$ cat config.mk
export PLATFORM = sky130hd
export DESIGN_NAME = osd_command_sequencing
export DESIGN_NICKNAME = d
export VERILOG_FILES = /design/src/logic/osd_cmd_pkg.sv /design/src/logic/osd_command_sequencing.sv
export SDC_FILE = /design/constraint.sdc
export NUM_CORES = 1
export LEC_CHECK = 0
export BUFFER_PORTS_ARGS = -buffer_cell sky130_fd_sc_hd__clkbuf_2
export CAP_MARGIN = 20
export CORE_MARGIN = 2
export CORE_UTILIZATION = 59
export CTS_CLUSTER_DIAMETER = 60
export DETAILED_ROUTE_END_ITERATION = 8
export PLACE_DENSITY = 0.78
export SLEW_MARGIN = 20
export SYNTH_ARGS = -nofsm -noshare
export SYNTH_HDL_FRONTEND = slang
export SYNTH_SLANG_ARGS = --single-unit
$ cat constraint.sdc
create_clock -name clock_i -period 5.4 [get_ports clock_i]
set_clock_uncertainty 0.05 [all_clocks]
set_input_delay 0.27 -clock clock_i [delete_from_list [all_inputs] [get_ports clock_i]]
set_output_delay 0.27 -clock clock_i [all_outputs]
set_load 0.02 [all_outputs]
$ cat src/logic/osd_cmd_pkg.sv
// constants and types shared by the command sequencing block
package osd_cmd_pkg;
    // ---------------------------------------------------------------
    // command words and codes
    // ---------------------------------------------------------------
    localparam logic [15:0] TEST_OSC_OUT_WORD = 16'hB03F;
    localparam logic [15:0] TEST_CLEAR_WORD = 16'hB000;
    localparam logic [7:0] END_CODE_128 = 8'h7F;
    localparam logic [7:0] END_CODE_256 = 8'hFF;
    localparam logic [1:0] CHAR_CMD_TOP = 2'h3;
    localparam int CHAR_CMD_BL_POS = 9;
    localparam logic [4:0] LAST_COLUMN = 5'h17;
    localparam logic [3:0] LAST_LINE = 4'hB;
    // ---------------------------------------------------------------
    // timing
    // ---------------------------------------------------------------
    localparam int CLOCK_MHZ = 25;
    localparam int SHORT_CMD_GAP_NS = 2000;
    localparam int SHORT_CMD_GAP_CYCLES = (SHORT_CMD_GAP_NS * CLOCK_MHZ + 999) / 1000;

    typedef enum logic [1:0] {
        IDLE_ST = 2'b00,
        SECOND_ST = 2'b01,
        RUN_ST = 2'b11
    } intake_state_type;

    typedef struct packed {
        logic blink;
        logic [3:0] line;
        logic [4:0] column;
        logic [7:0] code;
    } vram_write_type;
endpackage

$ cat src/logic/osd_command_sequencing.sv
// serial command intake with contiguous character writes and test-mode sync routing
// Overview of operation
// - end code 7F or FF ends a contiguous run; characters stay below it.
// - test commands taken only while test pin is high.
// - oscillator command B03F in test mode puts oscillator on vsync output.
// - while so routed, vsync output carries no vertical sync.
// - same command routes dot-clock oscillator onto hsync output.
// - while so routed, hsync output carries no horizontal sync.
// - with display on, dot oscillator stops while hsync is low.
// - clear word B000 or test pin low leaves test mode.
// - characters written to video memory only while dot oscillator runs.
// - each abbreviated byte advances column, 23 wraps to 0 of next line.
module osd_command_sequencing
    import osd_cmd_pkg::*;
#(
    parameter bit WIDE_CHARSET = 1'b0
) (
    // clock and reset
    input wire logic clock_i,
    input wire logic reset_i,
    // serial command pins
    input wire logic chip_select_n_i,
    input wire logic serial_clock_i,
    input wire logic serial_data_i,
    // test and display
    input wire logic test_pin_i,
    input wire logic display_on_i,
    input wire logic lc_osc_enable_i,
    // oscillators and sync
    input wire logic crystal_osc_i,
    input wire logic lc_osc_i,
    input wire logic hsync_n_i,
    input wire logic vsync_n_i,
    // sync output pins
    output logic hsync_out_pin_o,
    output logic vsync_out_pin_o,
    // video memory write port, test mode and busy flags
    output logic vram_write_o,
    output vram_write_type vram_data_o,
    output logic test_mode_o,
    output logic short_cmd_gap_busy_o
);
    // ---------------------------------------------------------------
    // input synchronisers
    // ---------------------------------------------------------------
    logic [1:0] cs_sync_reg, sck_sync_reg, sda_sync_reg, test_sync_reg, disp_sync_reg;
    logic [1:0] lcen_sync_reg, xtal_sync_reg, lc_sync_reg, hs_sync_reg, vs_sync_reg;
    logic sck_last_reg;

    // two flops on every foreign input
    always_ff @(posedge clock_i) begin
        cs_sync_reg <= {cs_sync_reg[0], chip_select_n_i};
        sck_sync_reg <= {sck_sync_reg[0], serial_clock_i};
        sda_sync_reg <= {sda_sync_reg[0], serial_data_i};
        test_sync_reg <= {test_sync_reg[0], test_pin_i};
        disp_sync_reg <= {disp_sync_reg[0], display_on_i};
        lcen_sync_reg <= {lcen_sync_reg[0], lc_osc_enable_i};
        xtal_sync_reg <= {xtal_sync_reg[0], crystal_osc_i};
        lc_sync_reg <= {lc_sync_reg[0], lc_osc_i};
        hs_sync_reg <= {hs_sync_reg[0], hsync_n_i};
        vs_sync_reg <= {vs_sync_reg[0], vsync_n_i};
        sck_last_reg <= sck_sync_reg[1];
    end

    // ---------------------------------------------------------------
    // decode
    // ---------------------------------------------------------------
    wire cs_active = ~cs_sync_reg[1];
    wire sck_rise = sck_sync_reg[1] & ~sck_last_reg;
    wire test_high = test_sync_reg[1];
    // the end code follows the size of the character set
    wire [7:0] end_code = WIDE_CHARSET ? END_CODE_256 : END_CODE_128;
    // dot oscillator halts during low hsync while display is on
    wire lc_running = lcen_sync_reg[1] & ~(disp_sync_reg[1] & ~hs_sync_reg[1]);

    logic [7:0] shift_reg, shift_next;
    logic [2:0] bit_cnt_reg;
    logic [7:0] first_byte_reg;
    intake_state_type state_reg, state_next;
    logic test_mode_reg, osc_route_reg;
    logic [3:0] line_reg;
    logic [4:0] column_reg;
    logic blink_reg;
    logic [6:0] gap_cnt_reg;

    assign shift_next = {shift_reg[6:0], sda_sync_reg[1]};
    wire byte_done = cs_active & sck_rise & (bit_cnt_reg == 3'h7);
    wire [15:0] word = {first_byte_reg, shift_next};
    wire is_char_first = shift_next[7:6] == CHAR_CMD_TOP;
    wire is_two_byte = shift_next[7];
    wire is_osc_cmd = word == TEST_OSC_OUT_WORD;
    wire is_clear_cmd = word == TEST_CLEAR_WORD;
    wire char_byte = shift_next < end_code;
    wire write_now = byte_done & (state_reg == SECOND_ST || state_reg == RUN_ST)
        & first_byte_reg[7:6] == CHAR_CMD_TOP & char_byte;
    wire [4:0] col_inc = (column_reg == LAST_COLUMN) ? 5'h00 : column_reg + 5'h01;
    wire [3:0] line_inc = (line_reg == LAST_LINE) ? 4'h0 : line_reg + 4'h1;
    // a run opens only when the first character is a real one
    wire opens_run = (first_byte_reg[7:6] == CHAR_CMD_TOP) & char_byte;
    // a write attempted while the dot oscillator is halted is dropped
    wire write_kept = write_now & lc_running;

    // ---------------------------------------------------------------
    // intake state
    // ---------------------------------------------------------------
    always_comb begin
        state_next = state_reg;
        // select going high abandons any partly received command
        if (!cs_active) begin
            state_next = IDLE_ST;
        end else if (byte_done) begin
            case (state_reg)
                IDLE_ST: state_next = is_two_byte ? SECOND_ST : IDLE_ST;
                SECOND_ST: state_next = opens_run ? RUN_ST : IDLE_ST;
                RUN_ST: state_next = char_byte ? RUN_ST : IDLE_ST;
                default: state_next = IDLE_ST;
            endcase
        end
    end

    // bit shifter and state
    always_ff @(posedge clock_i) begin
        if (reset_i || !cs_active) begin
            bit_cnt_reg <= 3'h0;
            shift_reg <= 8'h00;
        end else if (sck_rise) begin
            bit_cnt_reg <= bit_cnt_reg + 3'h1;
            shift_reg <= shift_next;
        end
        if (reset_i) begin
            state_reg <= IDLE_ST;
            first_byte_reg <= 8'h00;
        end else begin
            state_reg <= state_next;
            if (byte_done && state_reg == IDLE_ST) begin
                first_byte_reg <= shift_next;
            end
        end
    end

    // ---------------------------------------------------------------
    // write position and video memory port
    // ---------------------------------------------------------------
    // each written character moves the column on, so the next abbreviated byte
    // lands one place to the right; the last column wraps to the next line
    always_ff @(posedge clock_i) begin
        if (reset_i) begin
            line_reg <= 4'h0;
            column_reg <= 5'h00;
            blink_reg <= 1'b0;
            vram_write_o <= 1'b0;
            vram_data_o <= '0;
        end else begin
            vram_write_o <= write_kept;
            if (byte_done && state_reg == IDLE_ST && is_char_first) begin
                blink_reg <= shift_next[CHAR_CMD_BL_POS - 8];
            end
            if (write_now) begin
                vram_data_o <= '{blink_reg, line_reg, column_reg, shift_next};
                column_reg <= col_inc;
                if (column_reg == LAST_COLUMN) begin
                    line_reg <= line_inc;
                end
            end
        end
    end

    // ---------------------------------------------------------------
    // test mode and sync outputs
    // ---------------------------------------------------------------
    // the pin going low wins over any word arriving in the same cycle
    always_ff @(posedge clock_i) begin
        if (reset_i || !test_high) begin
            test_mode_reg <= 1'b0;
            osc_route_reg <= 1'b0;
        end else if (byte_done && state_reg == SECOND_ST) begin
            if (is_osc_cmd) begin
                test_mode_reg <= 1'b1;
                osc_route_reg <= 1'b1;
            end else if (is_clear_cmd) begin
                test_mode_reg <= 1'b0;
                osc_route_reg <= 1'b0;
            end
        end
    end

    // sync pins carry oscillators instead of sync while routed
    always_ff @(posedge clock_i) begin
        if (reset_i) begin
            vsync_out_pin_o <= 1'b1;
            hsync_out_pin_o <= 1'b1;
            test_mode_o <= 1'b0;
        end else begin
            vsync_out_pin_o <= osc_route_reg ? xtal_sync_reg[1] : vs_sync_reg[1];
            hsync_out_pin_o <= osc_route_reg ? (lc_sync_reg[1] & lc_running)
                : hs_sync_reg[1];
            test_mode_o <= test_mode_reg;
        end
    end

    // busy indication after each completed command byte
    // every byte reloads the window, so it always counts from the last one
    always_ff @(posedge clock_i) begin
        if (reset_i) begin
            gap_cnt_reg <= 7'h00;
            short_cmd_gap_busy_o <= 1'b0;
        end else begin
            if (byte_done) begin
                gap_cnt_reg <= 7'(SHORT_CMD_GAP_CYCLES);
            end else if (gap_cnt_reg != 7'h00) begin
                gap_cnt_reg <= gap_cnt_reg - 7'h01;
            end
            short_cmd_gap_busy_o <= byte_done | (gap_cnt_reg > 7'h01);
        end
    end
endmodule

==> results of run 1 <==
==> timing repair <==
item	CTS	global route
gates resized for setup	0	0
buffers inserted	0	0
hold endpoints to repair	10	0
setup endpoints to repair	0	0
hold buffers	10	0
==> through the flow <==
step	hold slack [ns]	area [µm²]	power, mW	std cells	setup slack [ns]
floorplan	0.2477	2979	0.8150	317	3.603
global placement	0.2609	3169	0.8455	404	3.273
detailed placement	0.2628	3169	0.8537	404	3.204
CTS	0.2827	3535	1.430	430	3.168
global route	0.2861	3535	1.479	430	3.005
finish	0.2808	3535	1.416	430	3.179
==> per-layer routing <==
layer	GRT usage	routed length (µm)	vias up
met1	0.2747	2668	1071
li1	-	-	1174
met3	0.05355	147	17
met5	0	0	-
met2	0.3421	2694	35
met4	0.1349	159	0
==> where the power goes <==
group          internal, mW  total [mW]  switching (mW)
Combinational        0.0840       0.175          0.0909
Clock                 0.354       0.571           0.218
Sequential            0.641       0.670          0.0289
Total                  1.08        1.42           0.338
==> layout make-up <==
cell class,instances,area [µm²],share of cell area
clock inverters,7,141.4,0.04000
well taps,67,83.83,0.02372
clock buffers,9,123.9,0.03504
multi-input cells,214,1247,0.3529
inverters,7,26.28,0.007434
flip-flops and latches,82,1642,0.4644
repair buffers,44,270.3,0.07646
==> critical path: cells and delay by family (launching register included) <==
family,cells,cell delay (ns)
and+or+nand+nor,2,0.92
AOI/OAI and AO/OA,2,0.46
DFF,1,0.36
adders and majority gates,2,0.34
==> synth_stat cells, drive strengths merged, types with 2 or more instances <==
| cell type | n | area, µm² |
|---|---|---|
| a21oi | 38 | 190.2 |
| a31oi | 3 | 18.77 |
| and4b | 2 | 23.77 |
| buf | 6 | 33.77 |
| clkbuf | 8 | 30.03 |
| dfxtp | 82 | 1642 |
| ha | 7 | 87.58 |
| inv | 7 | 26.28 |
| mux2i | 12 | 120.1 |
| nand2 | 62 | 232.7 |
| nand2b | 3 | 18.77 |
| nand3 | 7 | 35.03 |
| nand4 | 3 | 25.02 |
| nor2 | 25 | 93.84 |
| nor2b | 2 | 12.51 |
| nor3 | 7 | 46.30 |
| nor4bb | 2 | 20.02 |
| o211ai | 2 | 28.78 |
| o21ai | 8 | 40.04 |
| or3 | 3 | 18.77 |
| or4 | 3 | 22.52 |
| xnor2 | 5 | 43.79 |
==> cells by family (layout without fill, tap and decap cells) <==
kind of cell	count (synthesis)	in the layout	share of synthesized area
simple gates	131	131	0.2180
flops	82	82	0.5510
compound gates	58	58	0.1134
buf+inv	21	67	0.03024
mux	12	12	0.04032
fa+ha+maj	7	7	0.02940
xor+xnor	6	6	0.01764
==> how the worst max path moves through the flow <==
| stage | from | endpoint | slack (ns) | cells past startpoint |
|---|---|---|---|---|
| final | bit_cnt_reg[0]$_SDFFE_PP0N_ | line_reg[3]$_SDFFE_PP0P_ | 3.18 | 6 |
| after global routing | bit_cnt_reg[0]$_SDFFE_PP0N_ | line_reg[3]$_SDFFE_PP0P_ | 3.01 | 6 |
| after CTS | bit_cnt_reg[0]$_SDFFE_PP0N_ | line_reg[3]$_SDFFE_PP0P_ | 3.17 | 6 |
| after detailed placement | bit_cnt_reg[0]$_SDFFE_PP0N_ | line_reg[3]$_SDFFE_PP0P_ | 3.20 | 6 |
| after global placement | bit_cnt_reg[0]$_SDFFE_PP0N_ | line_reg[3]$_SDFFE_PP0P_ | 3.27 | 6 |
| after floorplan | bit_cnt_reg[0]$_SDFFE_PP0N_ | line_reg[3]$_SDFFE_PP0P_ | 3.60 | 6 |
==> impl_metrics.py, run 1 <==
metrics = {
    "outcome": {
        "status": "complete, no violations",
    },
    "layout": {
        "layout-drive-gt1-share": 0.1543,
        "final_nets": 377,
        "largest_reg_flops": 18,
        "syn2layout_area_growth_pct": 18.65,
        "final_common_cell": "dfxtp_1",
        "nFillCells": 370,
        "layout_common_cells": "82 x dfxtp_1, 62 x nand2_1, 38 x a21oi_1",
        "antennaDiodeCount": 0,
        "utilization": 0.7386,
    },
    "sta": {
        "rsz0062_at_grt": "false",
        "finalHoldViolations": 0,
        "fmax_mhz": 450.2,
        "slew_violations": 0,
        "fin_crit_ns": 2.221,
        "maxSlewHeadroom": 0.4375,
        "tns_ns": 0,
        "setup_viol": 0,
        "period_share": 0.4113,
        "tightestPinTransition_ns": 0.8438,
    },
    "grt": {
        "antenna_found_initial": 0,
        "grt_overflow": 0,
        "grt_usage": 0.2197,
        "grt_max_degree": 43,
        "first_global_vias": 2095,
        "grt_pass1_wl_mm": 9.308,
    },
    "worst_setup_path": {
        "r2r_end": "line_reg[3]$_SDFFE_PP0P_",
        "crit_slowest_cell": "or4_1",
        "r2r-start": "bit_cnt_reg[0]$_SDFFE_PP0N_",
        "regToRegSetupSlack_ns": 3.18,
        "path_cells": "ha_1 -> ha_1 -> and4bb_2 -> o211ai_4 -> or4_1 -> a31oi_1",
        "worst_setup_path_end_kind": "flop",
        "arrival_ns": 2.44,
        "path_common_cell": "ha_1",
        "cpPeakStageDelay_ns": 0.58,
        "criticalPathCategory": "reg2reg",
        "path_max_fanout": 34,
        "ff2ff_path_depth": 6,
        "required_ns": 5.62,
        "cp-start-kind": "flop",
    },
    "floorplan": {
        "initial_utilization": 0.6225,
        "die_w_um": 75.06,
        "io_pins": 35,
        "rows": 25,
        "dieArea_mm2": 0.005634,
        "core_area_mm2": 0.004786,
        "die_height_um": 75.06,
    },
    "cts": {
        "clk_pin_slew_ns": 0.08,
        "clock_sinks": 82,
        "cts_buffers": 9,
        "cts-root-buf": "clkbuf_8",
        "cts_max_path_buffers": 2,
        "clk_latency_ns": 0.35,
        "cts_tree": "yes",
        "htree_num_levels": 3,
    },
    "placed_design": {
        "place.gp.congestion": 0.8296,
        "io_buffers": 34,
        "hpwl_mm": 3.672,
    },
    "drt": {
        "route.detailed.drc": 0,
        "wl_mm": 5.670,
        "wl_per_cell_um": 13.19,
        "ant_nets": 0,
        "vias": 2297,
        "dr.pass1.iters": 4,
        "drtIter0Drc": 116,
        "viasPerCell": 5.342,
    },
    "power": {
        "power_leakage_nw": 1.342,
        "ir_drop_mv": 0.2774,
        "power_density_mw_per_mm2": 400.7,
    },
    "yosys": {
        "syn_area_per_cell_um2": 9.398,
        "netlist_instances": 317,
        "syn_area_mm2": 0.002979,
        "ys.flop_type": "dfxtp_1",
        "ys_warn_count": 0,
        "synth-seq-cells": 82,
        "ys_types": 48,
        "async_reset_ff_frac": 0,
        "synth-edff-count": 0,
        "yosysSeqAreaShare": 0.5510,
        "synthesis.nets": 336,
    },
    "hold_path": {
        "hold_class": "reg2reg",
        "hold_depth": 0,
        "min_from": "sda_sync_reg[0]$_DFF_P_",
        "holdPathEnd": "sda_sync_reg[1]$_DFF_P_",
    },
    "run": {
        "max_cap_violations": 0,
    },
}
No activity file was read; power rests on OpenSTA's default activity.
==> inputs of run 2 (changes only) <==
--- a/config.mk
+++ b/config.mk
@@ -8,10 +8,10 @@
 export BUFFER_PORTS_ARGS = -buffer_cell sky130_fd_sc_hd__clkbuf_2
 export CAP_MARGIN = 20
 export CORE_MARGIN = 2
-export CORE_UTILIZATION = 59
+export CORE_UTILIZATION = 57
 export CTS_CLUSTER_DIAMETER = 60
 export DETAILED_ROUTE_END_ITERATION = 8
-export PLACE_DENSITY = 0.78
+export PLACE_DENSITY = 0.75
 export SLEW_MARGIN = 20
 export SYNTH_ARGS = -nofsm -noshare
 export SYNTH_HDL_FRONTEND = slang
==> constraint.sdc (replaced) <==
create_clock -name clock_i -period 2.2 [get_ports clock_i]
set_clock_uncertainty 0.05 [all_clocks]
set_input_delay 0.11 -clock clock_i [delete_from_list [all_inputs] [get_ports clock_i]]
set_output_delay 0.11 -clock clock_i [all_outputs]
set_load 0.02 [all_outputs]
==> run 2 against run 1 <==
Compared with the run above:
- worst setup slack worse by 3.0 ns
- wire length stayed put
- die area is 3.3% higher
- sequential share of layout area is 1.1 points lower
- register-to-register slack worse by 3.0 ns
- flip-flop and latch count stayed put
- utilization is 2.5 points lower
- critical path type unchanged
- critical endpoint unchanged
- largest cell class unchanged
- highest routed layer unchanged
==> impl_metrics.py, run 2 (synthesis gave the netlist of run 1 again) <==
metrics = {
    "sta": {
        "maxSlewHeadroom": 0.4971,
        "rsz0062_at_grt": "false",
        "fmax_mhz": 502.0,
        "period_share": 0.9055,
        "tns_ns": 0,
        "setup_viol": 0,
        "finalHoldViolations": 0,
        "fin_crit_ns": 1.992,
        "worst_slack_ns": 0.2079,
        "slew_violations": 0,
        "tightestPinTransition_ns": 0.7529,
        "whs_ns": 0.2775,
    },
    "worst_setup_path": {
        "path_common_cell": "ha_1",
        "critPathLaunch": "bit_cnt_reg[0]$_SDFFE_PP0N_",
        "r2r-start": "bit_cnt_reg[0]$_SDFFE_PP0N_",
        "criticalPathCategory": "reg2reg",
        "arrival_ns": 2.23,
        "crit_slowest_cell": "or4_1",
        "ff2ff_path_depth": 6,
        "cpPeakStageDelay_ns": 0.52,
        "r2r_end": "line_reg[3]$_SDFFE_PP0P_",
        "cp-start-kind": "flop",
        "regToRegSetupSlack_ns": 0.21,
        "path_cells": "ha_1 -> ha_1 -> and4bb_2 -> o211ai_4 -> or4_1 -> a31oi_1",
        "path_max_fanout": 15,
        "worst_setup_path_end_kind": "flop",
        "required_ns": 2.43,
        "endpoint": "line_reg[3]$_SDFFE_PP0P_",
    },
    "cts": {
        "htree_num_levels": 3,
        "clock_sinks": 82,
        "cts_max_path_buffers": 2,
        "cts-root-buf": "clkbuf_8",
        "cts_tree": "yes",
        "cts_buffers": 9,
        "clk_pin_slew_ns": 0.08,
        "clk_latency_ns": 0.35,
        "cts_setup_buffers": 0,
    },
    "layout": {
        "antennaDiodeCount": 0,
        "largest_reg_flops": 18,
        "layout-drive-gt1-share": 0.1698,
        "stdcell_area_mm2": 0.003623,
        "final_nets": 385,
        "syn2layout_area_growth_pct": 21.63,
        "seq_area_mm2": 0.001642,
        "multi_input_area_mm2": 0.001247,
        "fin_cells": 441,
        "final_common_cell": "dfxtp_1",
        "nFillCells": 407,
        "layout_common_cells": "82 x dfxtp_1, 62 x nand2_1, 38 x a21oi_1",
    },
    "outcome": {
        "status": "complete, no violations",
    },
    "floorplan": {
        "io_pins": 35,
        "rows": 26,
        "die_height_um": 76.30,
        "die_w_um": 76.30,
        "dieArea_mm2": 0.005821,
        "core_area_mm2": 0.005075,
        "initial_utilization": 0.5870,
    },
    "drt": {
        "wl_per_cell_um": 12.86,
        "route.detailed.drc": 0,
        "viasPerCell": 5.333,
        "wl_mm": 5.670,
        "ant_nets": 0,
        "dr.pass1.iters": 4,
        "vias": 2352,
        "drtIter0Drc": 118,
    },
    "grt": {
        "grt_max_degree": 40,
        "grt_pass1_wl_mm": 9.639,
        "grt_overflow": 0,
        "antenna_found_initial": 0,
        "first_global_vias": 2182,
        "grt_usage": 0.2080,
    },
    "power": {
        "power_density_mw_per_mm2": 970.0,
        "switchingPower_mw": 0.8297,
        "cellInternalPower_mw": 2.685,
        "power_leakage_nw": 1.390,
        "pwr-share-comb": 0.122,
        "power_frac_clock": 0.410,
        "seqPwrFrac": 0.468,
        "netSwitchingFraction": 0.2361,
        "ir_drop_mv": 0.6520,
    },
    "placed_design": {
        "hpwl_mm": 3.761,
        "place_area_mm2": 0.003238,
        "placed_cells": 414,
        "place_ws_ns": 0.2262,
        "place.gp.congestion": 0.8589,
        "io_buffers": 34,
    },
    "hold_path": {
        "hold_class": "reg2reg",
    },
    "run": {
        "max_cap_violations": 0,
    },
}
==> run 2: cell types whose count changed in the layout (fill, tap and decap cells not counted) <==
cell,before,now
buf_4,0,6
buf_12,0,1
clkbuf_8,9,10
clkinv_2,1,0
clkinv_4,1,2
clkinvlp_4,1,0
dlygate4sd3_1,10,11
==> run 2: layer usage <==
metal | vias up | global-route usage | part of all wire
met5 | - | 0 | 0
met4 | 0 | 0.1345 | 0.027
met3 | 17 | 0.04265 | 0.042
met2 | 61 | 0.3248 | 0.48
met1 | 1089 | 0.2625 | 0.45
li1 | 1185 | - | -
==> run 2: power by group through the flow <==
stage | Sequential (mW) | Clock (mW) | Combinational (mW)
after CTS | 1.64 | 1.46 | 0.432
after detailed placement | 1.68 | 0 | 0.408
after floorplan | 1.67 | 0 | 0.327
after global placement | 1.67 | 0 | 0.402
final | 1.64 | 1.44 | 0.429
after global routing | 1.66 | 1.52 | 0.492
==> run 2: repair_timing <==
item,in CTS,in global routing
hold buffers,11,0
gates resized for setup,0,0
endpoints found under the hold margin,11,0
==> run 2: how the worst min path moves through the flow <==
stage / to / cells past startpoint / startpoint / slack [ns]
finish: disp_sync_reg[1]$_DFF_P_ / 0 / disp_sync_reg[0]$_DFF_P_ / 0.28
global placement: sda_sync_reg[0]$_DFF_P_ / 1 / serial_data_i / 0.16
global route: sda_sync_reg[1]$_DFF_P_ / 0 / sda_sync_reg[0]$_DFF_P_ / 0.29
CTS: disp_sync_reg[1]$_DFF_P_ / 0 / disp_sync_reg[0]$_DFF_P_ / 0.28
floorplan: cs_sync_reg[0]$_DFF_P_ / 0 / chip_select_n_i / 0.09
detailed placement: lcen_sync_reg[0]$_DFF_P_ / 1 / lc_osc_enable_i / 0.17
==> run 2: final cells by class <==
class	count	share of cell area
well taps	70	0.02417
clock inverters	6	0.03798
repair buffers	52	0.09530
multi-input cells	214	0.3443
inverters	7	0.007251
flip-flops and latches	82	0.4530
clock buffers	10	0.03798
==> run 2: through the flow <==
stage / power (mW) / utilization
after floorplan: 2.000 / -
final: 3.515 / 0.7140
after global routing: 3.667 / 0.7140
after CTS: 3.534 / 0.7140
after global placement: 2.076 / 0.6381
after detailed placement: 2.087 / 0.6381
==> run 2: critical path, delay by kind of cell, from the launching register on <==
kind / cells / cell delay (ns)
compound gates: 2 / 0.33
simple gates: 2 / 0.86
flops: 1 / 0.35
fa+ha+maj: 2 / 0.33
